`config.mk`:
```
export PLATFORM = sky130hd
export DESIGN_NAME = irq_timebase_unit
export DESIGN_NICKNAME = d
export VERILOG_FILES = /design/src/rtl/irq_tb_pkg.sv /design/src/rtl/interval_if.sv /design/src/rtl/interval_timers.sv /design/src/rtl/irq_timebase_unit.sv /design/src/tb/core_model.sv /design/src/tb/tb.sv
export SDC_FILE = /design/constraint.sdc
export NUM_CORES = 1
export LEC_CHECK = 0
export ABC_AREA = 1
export ABC_CLOCK_PERIOD_IN_PS = 2100
export BUFFER_PORTS_ARGS = -buffer_cell sky130_fd_sc_hd__buf_4
export CAP_MARGIN = 20
export CORE_MARGIN = 4
export CORE_UTILIZATION = 55
export DETAILED_ROUTE_END_ITERATION = 8
export PLACE_DENSITY_LB_ADDON = 0.25
export SLEW_MARGIN = 20
export SYNTH_ARGS = -nofsm -noshare
export SYNTH_HDL_FRONTEND = slang
export SYNTH_SLANG_ARGS = --single-unit
```
`constraint.sdc`:
```
create_clock -name i_sys_clk -period 2.1 [get_ports i_sys_clk]
set_input_delay 0.105 -clock i_sys_clk [delete_from_list [all_inputs] [get_ports i_sys_clk]]
set_output_delay 0.105 -clock i_sys_clk [all_outputs]
set_load 0.1 [all_outputs]
```
`src/rtl/irq_tb_pkg.sv`:
```
// constants shared by the interrupt controller and its interval timers
// assumes a single system clock and byte addressed register access
package irq_tb_pkg;
    // register byte offsets
    localparam logic [7:0] OFS_CTRL       = 8'h00;
    localparam logic [7:0] OFS_ENABLE     = 8'h04;
    localparam logic [7:0] OFS_FLAG       = 8'h08;
    localparam logic [7:0] OFS_SRC_FLAG   = 8'h0c;
    localparam logic [7:0] OFS_SRC_ENABLE = 8'h10;
    localparam logic [7:0] OFS_PSC0       = 8'h14;
    localparam logic [7:0] OFS_PSC1       = 8'h18;
    localparam logic [7:0] OFS_TB0        = 8'h1c;
    localparam logic [7:0] OFS_TB1        = 8'h20;
    localparam logic [7:0] OFS_STATUS     = 8'h24;

    // field positions
    localparam int CTRL_GIE_BIT   = 0;
    localparam int TB_RUN_BIT     = 7;
    localparam int STAT_STACK_BIT = 0;
    localparam int STAT_PEND_BIT  = 1;
    localparam int STAT_WIN_LSB   = 2;

    // vector slots, lowest index has highest priority
    localparam int NUM_VEC      = 8;
    localparam int VI_SERIAL    = 0;
    localparam int VI_CONVERTER = 1;
    localparam int VI_INTERVAL0 = 2;
    localparam int VI_INTERVAL1 = 3;
    localparam int VI_GROUP0    = 4;
    localparam int NUM_GROUP    = 4;

    // member sources of the shared groups
    localparam int NUM_SRC         = 9;
    localparam int NUM_TIMER_MATCH = 6;
    localparam int SRC_SERIAL_MOD  = 6;
    localparam int SRC_LOW_VOLTAGE = 7;
    localparam int SRC_NV_WRITE    = 8;
    localparam logic [NUM_GROUP-1:0][NUM_SRC-1:0] GROUP_MEMBER = {
        9'h180,     // group 3: low voltage, nonvolatile write
        9'h070,     // group 2: timer 2, serial interface module
        9'h00c,     // group 1: timer 1 a/p match
        9'h003      // group 0: timer 0 a/p match
    };

    // clock source encodings of the prescalers
    localparam logic [1:0] PSC_SRC_SYS  = 2'b00;
    localparam logic [1:0] PSC_SRC_DIV4 = 2'b01;
    localparam logic [1:0] DIV4_LAST    = 2'b11;
    localparam int         TB_CNT_W     = 15;
    localparam logic [15:0] TB_MIN_SPAN = 16'h0100;  // 2^8 at code 000

    // reset values
    localparam logic [1:0] RST_PSC_SEL   = 2'b00;
    localparam logic [2:0] RST_TB_PERIOD = 3'b000;
    localparam logic       RST_TB_RUN    = 1'b0;

    // vector placement, arbitrary base
    localparam int          PC_W      = 16;
    localparam logic [15:0] VEC_BASE  = 16'h0004;
    localparam int          VEC_SHIFT = 2;
endpackage

```
`src/rtl/interval_if.sv`:
```
// control and overflow lines between the controller and interval timers
// assumes both ends run on the system clock
`timescale 1ns/1ps
interface interval_if;
    logic [1:0][1:0] src_sel;
    logic [1:0][2:0] period_sel;
    logic [1:0]      run;
    logic [1:0]      overflow;

    modport ctrl  (output src_sel, output period_sel, output run,
                   input overflow);
    modport timer (input src_sel, input period_sel, input run,
                   output overflow);
endinterface

```
`src/rtl/interval_timers.sv`:
```
// two interval timers with their prescaler source selection
// assumes slow sub clock arrives from a pin, unrelated to the system clock
`timescale 1ns/1ps
module interval_timers
    import irq_tb_pkg::*;
(
    // clock and reset
    input  wire logic i_sys_clk,
    input  wire logic i_rst_b,
    // slow clock pin
    input  wire logic i_slow_sub_clock,
    // controller side
    interval_if.timer tb
);
    typedef struct packed {
        logic                     sub_s1;
        logic                     sub_s2;
        logic                     sub_prev;
        logic [1:0]               div4;
        logic [1:0][TB_CNT_W-1:0] cnt;
        logic [1:0]               ovf;
    } tmr_state_t;

    tmr_state_t s;
    tmr_state_t next_s;
    logic       sub_rise;
    logic       div4_tick;
    logic [1:0] tick;
    logic [1:0][TB_CNT_W-1:0] mask;

    // sub clock edge taken only after the second sync stage
    assign sub_rise  = s.sub_s2 & ~s.sub_prev;
    assign div4_tick = (s.div4 == DIV4_LAST);

    // prescaler tick and period mask per channel
    for (genvar c = 0; c < 2; c++) begin : g_chan
        always_comb begin
            if (tb.src_sel[c] == PSC_SRC_SYS) begin
                tick[c] = 1'b1;
            end else if (tb.src_sel[c] == PSC_SRC_DIV4) begin
                tick[c] = div4_tick;
            end else begin
                tick[c] = sub_rise;
            end
            mask[c] = TB_CNT_W'((TB_MIN_SPAN << tb.period_sel[c]) - 16'h1);
        end
    end

    // next state
    always_comb begin
        next_s          = s;
        next_s.sub_s1   = i_slow_sub_clock;
        next_s.sub_s2   = s.sub_s1;
        next_s.sub_prev = s.sub_s2;
        next_s.div4     = 2'(s.div4 + 2'b01);
        for (int c = 0; c < 2; c++) begin
            next_s.ovf[c] = 1'b0;
            if (!tb.run[c]) begin
                next_s.cnt[c] = '0;
            end else if (tick[c]) begin
                // overflow when the selected low bits wrap
                next_s.cnt[c] = TB_CNT_W'(s.cnt[c] + 1'b1);
                next_s.ovf[c] = ((s.cnt[c] & mask[c]) == mask[c]);
            end
        end
    end

    always_ff @(posedge i_sys_clk or negedge i_rst_b) begin
        if (!i_rst_b) begin
            s <= '0;
        end else begin
            s <= next_s;
        end
    end

    assign tb.overflow = s.ovf;
endmodule

```
`src/rtl/irq_timebase_unit.sv`:
```
// interrupt request, priority and vector logic with avalon register access
// assumes the core pulses a service slot at instruction boundaries
//
// Notes on behaviour
// - serial flag sets on any of six status conditions.
// - serial vector needs gie, its enable, free stack.
// - serving serial clears its flag and gie.
// - serving serial leaves status conditions alone.
// - converter flag sets when conversion completes.
// - converter vector needs gie, its enable, free stack.
// - serving converter clears its flag and gie.
// - four groups fed by timers, low voltage, write, serial module.
// - group flag sets on member request; vector if enabled.
// - serving a group clears group flag and gie only.
// - interval flag sets on its timer overflow.
// - interval vector needs enables, free stack; clears flag, gie.
// - prescaler 0: 00 system, 01 system/4, 1x slow clock.
// - prescaler 1 uses the same encoding.
// - interval 0 runs when enabled; 2^8 to 2^15 ticks.
// - interval 1 runs when enabled; 2^8 to 2^15 ticks.
// - each timer has a and p match flags and enables.
// - timer vector needs gie, source, group enable; flags stay.
// - serial module flag: byte done, address match, time-out.
// - serving serial module group keeps its own flag.
// - low voltage flag sets on low supply, survives service.
// - no vector while stack full; flag held.
// - gie clear blocks vectors; flags still recorded.
// - vector call pushes pc and loads vector address.
// - any flag rising wakes the device.
// - return from interrupt sets gie again.
//
// The register addresses and register access over Avalon-MM were chosen for this implementation.
`timescale 1ns/1ps
module irq_timebase_unit
    import irq_tb_pkg::*;
(
    // clock and reset
    input  wire logic              i_sys_clk,
    input  wire logic              i_rst_b,
    // avalon-mm slave
    input  wire logic [7:0]        i_address,
    input  wire logic              i_read,
    input  wire logic              i_write,
    input  wire logic [31:0]       i_writedata,
    output logic      [31:0]       o_readdata,
    output logic                   o_waitrequest,
    // processor core
    input  wire logic              i_service_slot,
    input  wire logic              i_stack_full,
    input  wire logic [PC_W-1:0]   i_pc,
    input  wire logic              i_return_from_interrupt,
    output logic                   o_vector_call,
    output logic      [PC_W-1:0]   o_vector_addr,
    output logic      [PC_W-1:0]   o_push_pc,
    output logic                   o_wake,
    // peripheral events
    input  wire logic [5:0]        i_serial_port_status,
    input  wire logic              i_conversion_done,
    input  wire logic [NUM_TIMER_MATCH-1:0] i_timer_match,
    input  wire logic              i_serial_module_event,
    input  wire logic              i_low_supply,
    input  wire logic              i_nv_write_done,
    // slow sub clock pin
    input  wire logic              i_slow_sub_clock
);
    typedef struct packed {
        logic               gie;
        logic [NUM_VEC-1:0] en;
        logic [NUM_VEC-1:0] flag;
        logic [NUM_SRC-1:0] src_flag;
        logic [NUM_SRC-1:0] src_en;
        logic [1:0][1:0]    psc_sel;
        logic [1:0]         tb_run;
        logic [1:0][2:0]    tb_period;
        logic               waitreq;
        logic [31:0]        readdata;
        logic               vec_call;
        logic [PC_W-1:0]    vec_addr;
        logic [PC_W-1:0]    push_pc;
        logic               wake;
        logic               serial_prev;
        logic               lowv_prev;
    } ctl_state_t;

    ctl_state_t         s;
    ctl_state_t         next_s;
    interval_if         tb_bus ();

    logic               serial_cond;
    logic               serial_set;
    logic               lowv_set;
    logic [NUM_SRC-1:0] src_set;
    logic [NUM_GROUP-1:0] grp_set;
    logic [NUM_GROUP-1:0] grp_ready;
    logic [NUM_VEC-1:0] flag_set;
    logic [NUM_VEC-1:0] eligible;
    logic [NUM_VEC-1:0] svc_clr;
    logic [2:0]         win;
    logic               grant;
    logic               wr_take;
    logic               rd_load;
    logic [31:0]        rd_word;

    interval_timers u_timers (
        .i_sys_clk        (i_sys_clk),
        .i_rst_b          (i_rst_b),
        .i_slow_sub_clock (i_slow_sub_clock),
        .tb               (tb_bus.timer)
    );

    // timer controls straight from registers
    assign tb_bus.src_sel    = s.psc_sel;
    assign tb_bus.run        = s.tb_run;
    assign tb_bus.period_sel = s.tb_period;

    // serial request on the rise of the OR of all six conditions
    assign serial_cond = |i_serial_port_status;
    assign serial_set  = serial_cond & ~s.serial_prev;
    // low supply is a level, so only its rise posts a request
    assign lowv_set    = i_low_supply & ~s.lowv_prev;

    // member source set events
    always_comb begin
        src_set = '0;
        src_set[NUM_TIMER_MATCH-1:0] = i_timer_match;
        src_set[SRC_SERIAL_MOD]      = i_serial_module_event;
        src_set[SRC_LOW_VOLTAGE]     = lowv_set;
        src_set[SRC_NV_WRITE]        = i_nv_write_done;
    end

    // group posting and readiness per group
    for (genvar g = 0; g < NUM_GROUP; g++) begin : g_group
        assign grp_set[g]   = |(src_set & GROUP_MEMBER[g]);
        // needs a member flagged and enabled
        assign grp_ready[g] =
            |(s.src_flag & s.src_en & GROUP_MEMBER[g]);
    end

    // top level flag set events
    always_comb begin
        flag_set = '0;
        flag_set[VI_SERIAL] = serial_set;
        flag_set[VI_CONVERTER] = i_conversion_done;
        flag_set[VI_INTERVAL0] = tb_bus.overflow[0];
        flag_set[VI_INTERVAL1] = tb_bus.overflow[1];
        flag_set[VI_GROUP0 +: NUM_GROUP] = grp_set;
    end

    // eligibility: flagged and enabled; groups also need a ready member
    always_comb begin
        eligible = s.flag & s.en;
        eligible[VI_GROUP0 +: NUM_GROUP] =
            s.flag[VI_GROUP0 +: NUM_GROUP] & s.en[VI_GROUP0 +: NUM_GROUP]
            & grp_ready;
    end

    // fixed priority pick, lowest index wins
    always_comb begin
        win = 3'h0;
        for (int i = NUM_VEC - 1; i >= 0; i--) begin
            if (eligible[i]) begin
                win = 3'(i);
            end
        end
    end

    // vector only at a slot, gie set, stack room
    assign grant = i_service_slot & s.gie & ~i_stack_full
                   & (|eligible);

    // only the winner's slot flag clears
    always_comb begin
        svc_clr = '0;
        if (grant) begin
            svc_clr[win] = 1'b1;
        end
    end

    // one wait cycle, then the answer
    assign rd_load = (i_read | i_write) & s.waitreq;
    assign wr_take = i_write & ~s.waitreq;

    // read mux, unused and unmapped bits read zero
    always_comb begin
        rd_word = 32'h0;
        unique case (i_address)
            OFS_CTRL: begin
                rd_word[CTRL_GIE_BIT] = s.gie;
            end
            OFS_ENABLE: begin
                rd_word[NUM_VEC-1:0] = s.en;
            end
            OFS_FLAG: begin
                rd_word[NUM_VEC-1:0] = s.flag;
            end
            OFS_SRC_FLAG: begin
                rd_word[NUM_SRC-1:0] = s.src_flag;
            end
            OFS_SRC_ENABLE: begin
                rd_word[NUM_SRC-1:0] = s.src_en;
            end
            OFS_PSC0: begin
                rd_word[1:0] = s.psc_sel[0];
            end
            OFS_PSC1: begin
                rd_word[1:0] = s.psc_sel[1];
            end
            OFS_TB0: begin
                rd_word[TB_RUN_BIT] = s.tb_run[0];
                rd_word[2:0]        = s.tb_period[0];
            end
            OFS_TB1: begin
                rd_word[TB_RUN_BIT] = s.tb_run[1];
                rd_word[2:0]        = s.tb_period[1];
            end
            OFS_STATUS: begin
                rd_word[STAT_STACK_BIT]    = i_stack_full;
                rd_word[STAT_PEND_BIT]     = |eligible;
                rd_word[STAT_WIN_LSB +: 3] = win;
            end
            default: begin
                rd_word = 32'h0;
            end
        endcase
    end

    // next state
    always_comb begin
        next_s             = s;
        next_s.serial_prev = serial_cond;
        next_s.lowv_prev   = i_low_supply;
        next_s.vec_call    = grant;
        next_s.wake        = 1'b0;

        // bus answer timing
        next_s.waitreq = ~rd_load;
        if (rd_load && i_read) begin
            next_s.readdata = rd_word;
        end

        // plain control registers, unimplemented bits dropped
        if (wr_take) begin
            unique case (i_address)
                OFS_CTRL: begin
                    next_s.gie = i_writedata[CTRL_GIE_BIT];
                end
                OFS_ENABLE: begin
                    next_s.en = i_writedata[NUM_VEC-1:0];
                end
                OFS_SRC_ENABLE: begin
                    next_s.src_en = i_writedata[NUM_SRC-1:0];
                end
                OFS_PSC0: begin
                    next_s.psc_sel[0] = i_writedata[1:0];
                end
                OFS_PSC1: begin
                    next_s.psc_sel[1] = i_writedata[1:0];
                end
                OFS_TB0: begin
                    next_s.tb_run[0]    = i_writedata[TB_RUN_BIT];
                    next_s.tb_period[0] = i_writedata[2:0];
                end
                OFS_TB1: begin
                    next_s.tb_run[1]    = i_writedata[TB_RUN_BIT];
                    next_s.tb_period[1] = i_writedata[2:0];
                end
                default: begin
                end
            endcase
        end

        // flags: write one to clear, service clear, and set wins both
        next_s.flag = s.flag & ~svc_clr;
        if (wr_take && i_address == OFS_FLAG) begin
            next_s.flag = next_s.flag & ~i_writedata[NUM_VEC-1:0];
        end
        next_s.flag = next_s.flag | flag_set;

        // member flags: only software clears them
        next_s.src_flag = s.src_flag;
        if (wr_take && i_address == OFS_SRC_FLAG) begin
            next_s.src_flag = s.src_flag & ~i_writedata[NUM_SRC-1:0];
        end
        next_s.src_flag = next_s.src_flag | src_set;

        // global enable: cleared on service, set by return
        if (grant) begin
            next_s.gie = 1'b0;
        end
        if (i_return_from_interrupt) begin
            next_s.gie = 1'b1;
        end

        // vector address and pushed pc
        if (grant) begin
            next_s.vec_addr = VEC_BASE
                + ({13'h0, win} << VEC_SHIFT);
            next_s.push_pc  = i_pc;
        end

        // wake on any flag going low to high, enables ignored
        next_s.wake = |(next_s.flag & ~s.flag)
                      | |(next_s.src_flag & ~s.src_flag);
    end

    // state register
    always_ff @(posedge i_sys_clk or negedge i_rst_b) begin
        if (!i_rst_b) begin
            s              <= '0;
            s.waitreq      <= 1'b1;
            s.psc_sel[0]   <= RST_PSC_SEL;
            s.psc_sel[1]   <= RST_PSC_SEL;
            s.tb_run       <= {2{RST_TB_RUN}};
            s.tb_period[0] <= RST_TB_PERIOD;
            s.tb_period[1] <= RST_TB_PERIOD;
        end else begin
            s <= next_s;
        end
    end

    // outputs straight from the state register
    assign o_readdata    = s.readdata;
    assign o_waitrequest = s.waitreq;
    assign o_vector_call = s.vec_call;
    assign o_vector_addr = s.vec_addr;
    assign o_push_pc     = s.push_pc;
    assign o_wake        = s.wake;
endmodule

```
`src/tb/core_model.sv`:
```
// behavioural core: service slots, program counter and stack depth
// assumes the controller grants on a slot and pulses its vector call
`timescale 1ns/1ps
module core_model
    import irq_tb_pkg::*;
(
    // clock and reset
    input  wire logic            i_sys_clk,
    input  wire logic            i_rst_b,
    // bench commands: forced full, return with gie, plain return
    input  wire logic            i_hold_full,
    input  wire logic            i_ret_req,
    input  wire logic            i_pop_req,
    // controller side
    input  wire logic            i_vector_call,
    output logic                 o_service_slot,
    output logic                 o_stack_full,
    output logic      [PC_W-1:0] o_pc,
    output logic                 o_return_from_interrupt,
    output int                   o_calls
);
    int         depth;
    logic [1:0] phase;

    // full is a level the bench can force
    assign o_stack_full = i_hold_full || (depth == 8);

    // one slot per four-clock instruction cycle
    always_ff @(posedge i_sys_clk or negedge i_rst_b) begin
        if (!i_rst_b) begin
            depth <= 0;
            phase <= 2'h0;
            o_service_slot <= 1'b0;
            o_pc <= 16'h0100;
            o_return_from_interrupt <= 1'b0;
            o_calls <= 0;
        end else begin
            phase <= phase + 2'h1;
            o_service_slot <= (phase == 2'h3);
            o_return_from_interrupt <= i_ret_req;
            if (i_vector_call) begin
                depth <= depth + 1;
                o_pc <= o_pc + 16'h0001;
                o_calls <= o_calls + 1;
            end else if ((i_ret_req || i_pop_req) && depth > 0) begin
                depth <= depth - 1;
            end
        end
    end
endmodule

```
`src/tb/tb.sv`:
```
// bench: register map, vectors, groups and interval timers
// assumes core_model on the core side; the slow pin is made here
`timescale 1ns/1ps
module tb;
    import irq_tb_pkg::*;
    typedef struct packed {logic [7:0] a; logic [31:0] d, e;} row_t;
    // connections and counters
    logic        clk, rst_b, rd, wr, wtr, slot, full, ret, vcall, wake;
    logic        hold, ret_req, pop, conv, nsm, low, nvw, sub;
    logic [7:0]  addr;
    logic [31:0] wdata, rdata, q;
    logic [15:0] pc, vaddr, push;
    logic [5:0]  ser, tmatch;
    logic [2:0]  sdiv;
    int          n_fail, n_tests, cyc, calls, n_wake, w0, t0;
    row_t        rows [7];
    irq_timebase_unit i_dut (
        .i_sys_clk(clk), .i_rst_b(rst_b), .i_address(addr), .i_read(rd),
        .i_write(wr), .i_writedata(wdata), .o_readdata(rdata),
        .o_waitrequest(wtr), .i_service_slot(slot), .i_stack_full(full),
        .i_pc(pc), .i_return_from_interrupt(ret), .o_vector_call(vcall),
        .o_vector_addr(vaddr), .o_push_pc(push), .o_wake(wake),
        .i_serial_port_status(ser), .i_conversion_done(conv),
        .i_timer_match(tmatch), .i_serial_module_event(nsm),
        .i_low_supply(low), .i_nv_write_done(nvw), .i_slow_sub_clock(sub));
    core_model i_core (
        .i_sys_clk(clk), .i_rst_b(rst_b), .i_hold_full(hold),
        .i_ret_req(ret_req), .i_pop_req(pop), .i_vector_call(vcall),
        .o_service_slot(slot), .o_stack_full(full), .o_pc(pc),
        .o_return_from_interrupt(ret), .o_calls(calls));
    initial begin
        clk = 1'b0;
        forever #5 clk = ~clk;
    end
    // slow pin, cycle, wake and hang counts
    always @(posedge clk) begin
        sdiv <= sdiv + 3'h1;
        sub <= sdiv[2];
        cyc <= cyc + 1;
        if (wake === 1'b1) n_wake <= n_wake + 1;
        if (cyc == 60000) begin
            n_fail = n_fail + 1;
            finish_test();
        end
    end
    task automatic check(input string nm, input logic [31:0] s, e);
        n_tests++;
        if (s !== e) begin
            n_fail++;
            $display("ERROR %s expected %h seen %h", nm, e, s);
        end
    endtask
    task automatic finish_test();
        $display("checks %0d mismatches %0d", n_tests, n_fail);
        if (n_fail == 0 && n_tests > 0) $display("ALL CHECKS OK");
        else $display("CHECKS NOT OK");
        $finish;
    endtask
    // pre-edge values, so read data is settled
    task automatic bus(input logic w, input logic [7:0] a, logic [31:0] d);
        @(posedge clk);
        rd <= ~w;
        wr <= w;
        addr <= a;
        wdata <= d;
        @(posedge clk);
        while (wtr !== 1'b0) @(posedge clk);
        q = rdata;
        rd <= 1'b0;
        wr <= 1'b0;
    endtask
    // one call, then a plain return
    task automatic wait_call(input logic [15:0] e);
        int n0;
        n0 = calls;
        repeat (400) if (calls == n0) @(posedge clk);
        check("call count", calls, n0 + 1);
        check("vector addr", vaddr, e);
        check("pushed pc", push, 32'h100 + n0);
        pop <= 1'b1;
        @(posedge clk);
        pop <= 1'b0;
    endtask
    // 0..8 group members, 9 converter
    task automatic fire(input int j);
        @(posedge clk);
        if (j < 6) tmatch[j] <= 1'b1;
        nsm <= (j == 6);
        low <= (j == 7);
        nvw <= (j == 8);
        conv <= (j == 9);
        @(posedge clk);
        {tmatch, nsm, nvw, conv} <= '0;
    endtask
    task automatic tbase(input int k, logic [1:0] s, logic [2:0] p, int e);
        bus(1'b1, OFS_PSC0 + 8'(4 * k), {30'h0, s});
        bus(1'b1, OFS_TB0 + 8'(4 * k), {24'h0, 5'h10, p});
        t0 = cyc;
        q = 32'h0;
        while (q[2 + k] !== 1'b1 && cyc - t0 < e + 40) bus(1'b0, OFS_FLAG, 0);
        check("period", 32'(cyc - t0 > e - 12 && cyc - t0 < e + 16), 1);
        bus(1'b1, OFS_TB0 + 8'(4 * k), 32'h0);
        bus(1'b1, OFS_ENABLE, 32'h4 << k);
        bus(1'b1, OFS_CTRL, 32'h1);
        wait_call(16'h000c + 16'(4 * k));
        bus(1'b0, OFS_FLAG, 32'h0);
        check("interval flag", q, 32'h0);
    endtask
    initial begin
        {rst_b, rd, wr, hold, ret_req, pop, conv, nsm, low, nvw, sub} = '0;
        {addr, wdata, ser, tmatch, sdiv, n_fail, n_tests, cyc, n_wake} = '0;
        rows = '{'{OFS_PSC0, 32'hff, 32'h3}, '{OFS_PSC1, 32'hff, 32'h3},
                 '{OFS_TB0, 32'hff, 32'h87}, '{OFS_TB1, 32'hff, 32'h87},
                 '{8'h30, 32'hff, 32'h0}, '{OFS_ENABLE, 32'h1ff, 32'hff},
                 '{OFS_SRC_ENABLE, 32'h3ff, 32'h1ff}};
        repeat (16) @(posedge clk);
        rst_b <= 1'b1;
        // rows: write, read, restore
        foreach (rows[i]) begin
            bus(1'b1, rows[i].a, rows[i].d);
            bus(1'b0, rows[i].a, 32'h0);
            check("readback", q, rows[i].e);
            bus(1'b1, rows[i].a, 32'h0);
        end
        // each serial condition alone
        w0 = n_wake;
        for (int i = 0; i < 6; i++) begin
            ser <= 6'h01 << i;
            repeat (3) @(posedge clk);
            bus(1'b0, OFS_FLAG, 32'h0);
            check("serial flag", q, 32'h1);
            ser <= 6'h00;
            bus(1'b1, OFS_FLAG, 32'h1);
        end
        check("wakes", n_wake - w0, 32'h6);
        // converter held by gie, full stack
        bus(1'b1, OFS_ENABLE, 32'h2);
        fire(9);
        repeat (20) @(posedge clk);
        bus(1'b0, OFS_FLAG, 32'h0);
        check("conv flag", q, 32'h2);
        hold <= 1'b1;
        bus(1'b1, OFS_CTRL, 32'h1);
        repeat (20) @(posedge clk);
        check("held calls", calls, 32'h0);
        hold <= 1'b0;
        wait_call(16'h0008);
        bus(1'b0, OFS_FLAG, 32'h0);
        check("conv flag", q, 32'h0);
        bus(1'b0, OFS_CTRL, 32'h0);
        check("gie", q, 32'h0);
        // serial wins; return re-arms
        ser <= 6'h08;
        fire(9);
        bus(1'b1, OFS_ENABLE, 32'h3);
        bus(1'b1, OFS_CTRL, 32'h1);
        wait_call(16'h0004);
        ret_req <= 1'b1;
        @(posedge clk);
        ret_req <= 1'b0;
        wait_call(16'h0008);
        ser <= 6'h00;
        // members: no call without source enable
        for (int j = 0; j < 9; j++) begin
            w0 = (j < 2) ? 0 : (j < 4) ? 1 : (j < 7) ? 2 : 3;
            fire(j);
            bus(1'b0, OFS_SRC_FLAG, 32'h0);
            check("source flag", q, 32'h1 << j);
            bus(1'b1, OFS_ENABLE, 32'h10 << w0);
            bus(1'b1, OFS_CTRL, 32'h1);
            t0 = calls;
            repeat (12) @(posedge clk);
            check("no call", calls, t0);
            bus(1'b1, OFS_SRC_ENABLE, 32'h1 << j);
            wait_call(16'h0014 + 16'(4 * w0));
            bus(1'b0, OFS_FLAG, 32'h0);
            check("group flag", q, 32'h0);
            bus(1'b0, OFS_SRC_FLAG, 32'h0);
            check("member kept", q, 32'h1 << j);
            low <= 1'b0;
            bus(1'b1, OFS_SRC_FLAG, 32'h1ff);
        end
        // interval timers, all sources
        tbase(0, 2'b00, 3'h0, 256);
        tbase(1, 2'b01, 3'h1, 2048);
        tbase(0, 2'b10, 3'h0, 2048);
        tbase(1, 2'b11, 3'h0, 2048);
        tbase(1, 2'b00, 3'h7, 32768);
        // second reset: all zero
        rst_b <= 1'b0;
        repeat (3) @(posedge clk);
        rst_b <= 1'b1;
        for (int i = 0; i < 10; i++) begin
            bus(1'b0, 8'(4 * i), 32'h0);
            check("reset", q, 32'h0);
        end
        finish_test();
    end
endmodule
```
==> qor.txt <==
Outcome: finished, final reports clean
Vias in the first global route: 5,661
Largest delay contributor family on the critical path: simple AND/OR/NAND/NOR gates
Worst endpoint data arrival time: 2.11 ns
Number of vias per cell: 5.24
Top-level port count: 147
Area share of the largest cell type after synthesis: 0.434
Leading cell types by count after synthesis: sky130_fd_sc_hd__nand2_1, sky130_fd_sc_hd__dfrtp_1, sky130_fd_sc_hd__inv_1, sky130_fd_sc_hd__buf_4, sky130_fd_sc_hd__o21ai_0
Detailed placer's ending HPWL: 11.8 mm
Num rows: 40
Count of mapped cells out of synthesis: 869
Capturing element type of the critical path: register
Post-layout utilization of the core: 0.685
Uppermost layer routed: met4
Antenna diode count: 0
Routed wirelength normalized by instance count: 14.7 um
H-tree lvl count: 4
Clock-pin slew on the worst setup and hold paths: 0.05 ns
Number of sinks on the clock net: 118
Initial standard-cell utilization of the core: 0.562
Clock tree from TritonCTS: yes
Unrepaired setup endpoints after global routing: no
Delay of the slowest critical-path stage: 0.37 ns
Hold Violations, Final: 0
Critical Path Start Type: register
GRT Residual Overflow: 0
Number of storage elements in the synthesis netlist: 118
Total via count in the routed design: 5,974
Largest area contributor in the netlist: sky130_fd_sc_hd__dfrtp_1
Worst path required time: 2.41 ns
Summed instance area of the synthesized netlist: 6750 sq um
Master of the slowest instance on the critical path: sky130_fd_sc_hd__dfrtp_1
Leak Pwr: 3.98 nW
Areal power density over the cells: 901 nW/um^2
Clock Skews: 0.00693 ns
Share of async-settable or async-resettable flops after synthesis: 1.00
Overall die area: 14,100 sq um
Core area: 12,000 sq um
IO buf count: 88
Chip Height: 119 um
Max-cap violation count: 0
Critical-path cell list: nand2_1 -> nand3_1 -> nand2_1 -> nand2_1 -> nand2_1 -> nand2_1 -> nand2_1 -> nand2_1 -> nand2_1 -> nand2_2 -> inv_2 -> ha_1 -> xnor2_1 -> nand2_1 -> o21ai_1 -> inv_1
DRT met1 WL: 7.39 mm
Main synth FF type: sky130_fd_sc_hd__dfrtp_1
Peak ir drop on the vdd network: 0.781 mV
Number of buffers inserted during clock tree synthesis: 17
Worst Path Class, Setup: register to register
Max Root-Sink Buffers: 2
Fin crit share: 0.859
Final setup violating endpoints: 0
Layout cell share with drive strength beyond 1: 0.191
Post-synth EDFFs: 0
Worst path buffer plus inverter count: 2
Top cell by count, worst path: sky130_fd_sc_hd__nand2_1
Final Net Count: 1,067
Portion of the post-synthesis area used by sequential elements: 0.438
Achievable clock frequency: 554 MHz
Remaining number of nets flagged by the antenna check after routing: 0
Final total negative setup slack: 0 ns
Worst Tran Pin Value: 0.510 ns
Most instantiated library cell after synthesis: sky130_fd_sc_hd__nand2_1
Count of filler cells inserted in the layout: 1,006
Max-slew headroom: 0.660
Shortest period the worst path allows: 1.80 ns
Met3 Wirelength: 1.26 mm
Global-route wire length before repair: 27.4 mm
Clock root buffer: sky130_fd_sc_hd__clkbuf_16
Clock network latency to the later pin of the worst-skew pair: 0.42 ns
Routability congestion estimate from global placement: 0.916
Number of violations reported at the end of detailed-routing iteration 0: 455
Die W: 119 um
Unique masters post-synth: 48
Leading post-synthesis cells by cell area: sky130_fd_sc_hd__dfrtp_1, sky130_fd_sc_hd__nand2_1, sky130_fd_sc_hd__buf_4, sky130_fd_sc_hd__inv_1, sky130_fd_sc_hd__o21ai_0
Type of the worst min-delay path: input port to register
Initial antenna violation count: 0
Maximum number of pins on one net before global-route repair: 55
Area added between synthesis and finish: 21.9%
DRC violation count after routing: 0
Yosys warns: 0
GRT Resource Usage Total: 0.243
CP Max Fanout: 7
Mean instance size in the synthesized netlist: 7.77 sq um
Met2 WL: 7.77 mm
Final wirelength: 16.7 mm
Number of optimization iterations in the first detailed-route pass: 5
Final count of pins violating max slew: 0
sequential cells by signal, indices dropped and copies added (netlist names):
register,cells
u_timers.s,33
s,47
o_readdata,9
o_vector_call,1
o_push_pc,16
o_wake,1
o_waitrequest,1
u_timers.tb.overflow,2
u_timers.next_s,2
tb_bus.run,2
o_vector_addr,4
final cells by class:
type / instances / area (sq um) / area share
clock buffer: 23 / 498 / 0.0605
clock inverter: 9 / 97.6 / 0.0119
inverter: 112 / 422 / 0.0512
multi-input combinational: 600 / 2960 / 0.360
sequential: 118 / 2950 / 0.359
tap: 147 / 184 / 0.0223
timing repair buffer: 132 / 1110 / 0.135
metal layers:
metal / GRT usage / up-vias
met2: 0.383 / 254
met3: 0.0593 / 28
li1: - / 2929
met5: 0 / -
met1: 0.326 / 2763
met4: 0.0912 / 0
logic make-up (layout without fill, tap and decap cells):
family | after synthesis | count (layout) | share of synthesized area
simple gates | 409 | 409 | 0.283
buf+inv | 185 | 276 | 0.142
compound gates | 145 | 145 | 0.119
flops | 118 | 118 | 0.438
fa+ha+maj | 6 | 6 | 0.0111
xor+xnor | 5 | 5 | 0.00649
other cells | 1 | 35 | 0.000556
worst min-delay path: stages:
cell                      delay [ns]
sky130_fd_sc_hd__buf_4          0.08
sky130_fd_sc_hd__inv_1          0.07
sky130_fd_sc_hd__o21ai_1        0.15
stage by stage:
step	instances	hold slack, ns	setup WS (ns)	total power (W)	instance area, sq um
final	1141	0.0295	0.295	0.00741	8230
after global routing	1141	0.0444	0.0501	0.00764	8230
after CTS	1141	0.0189	0.296	0.00744	8230
after detailed placement	1071	0.0441	0.331	0.00450	7250
after global placement	1071	0.0444	0.338	0.00449	7250
after floorplan	903	-0.191	0.523	0.00429	6880
what timing repair did:
item                      CTS  global route
resized for setup           0             0
hold endpoints to repair  157             0
hold buffers               38             0
buffers inserted            0             0
power by group:
group	internal, W	leakage (nW)	switching (W)	total [W]
registers	0.00244	1.52	0.000103	0.00254
logic	0.000400	2.16	0.00159	0.00199
clock network	0.00189	0.298	0.000993	0.00288
worst paths after layout:
path | cells past startpoint | start | endpoint | slack (ns)
max | 16 | s[85] | o_vector_addr[4] | 0.30
min | 3 | i_writedata[4] | s[111] | 0.03
max reg2reg | 16 | s[85] | o_vector_addr[4] | 0.30
min reg2reg | 0 | u_timers.next_s[35] | u_timers.next_s[34] | 0.35
max in group asynchronous | 3 | i_rst_b | s[69] | 1.35
min in group asynchronous | 2 | i_rst_b | o_push_pc[4] | 0.15
layout by cell type (no fill, tap or decap), drive strengths merged, types with 6 or more instances in the layout:
master / synthesis / layout
a21oi: 31 / 31
o21ai: 90 / 90
nand3: 35 / 35
clkbuf: 2 / 23
inv: 111 / 111
dfrtp: 117 / 117
nor4: 7 / 7
conb: 1 / 35
nor3: 19 / 19
nor2: 56 / 56
buf: 71 / 94
dlygate4sd3: 0 / 38
ha: 6 / 6
clkinv: 1 / 7
nand4: 16 / 16
nand2: 272 / 272
No activity file was read; power rests on OpenSTA's default activity.
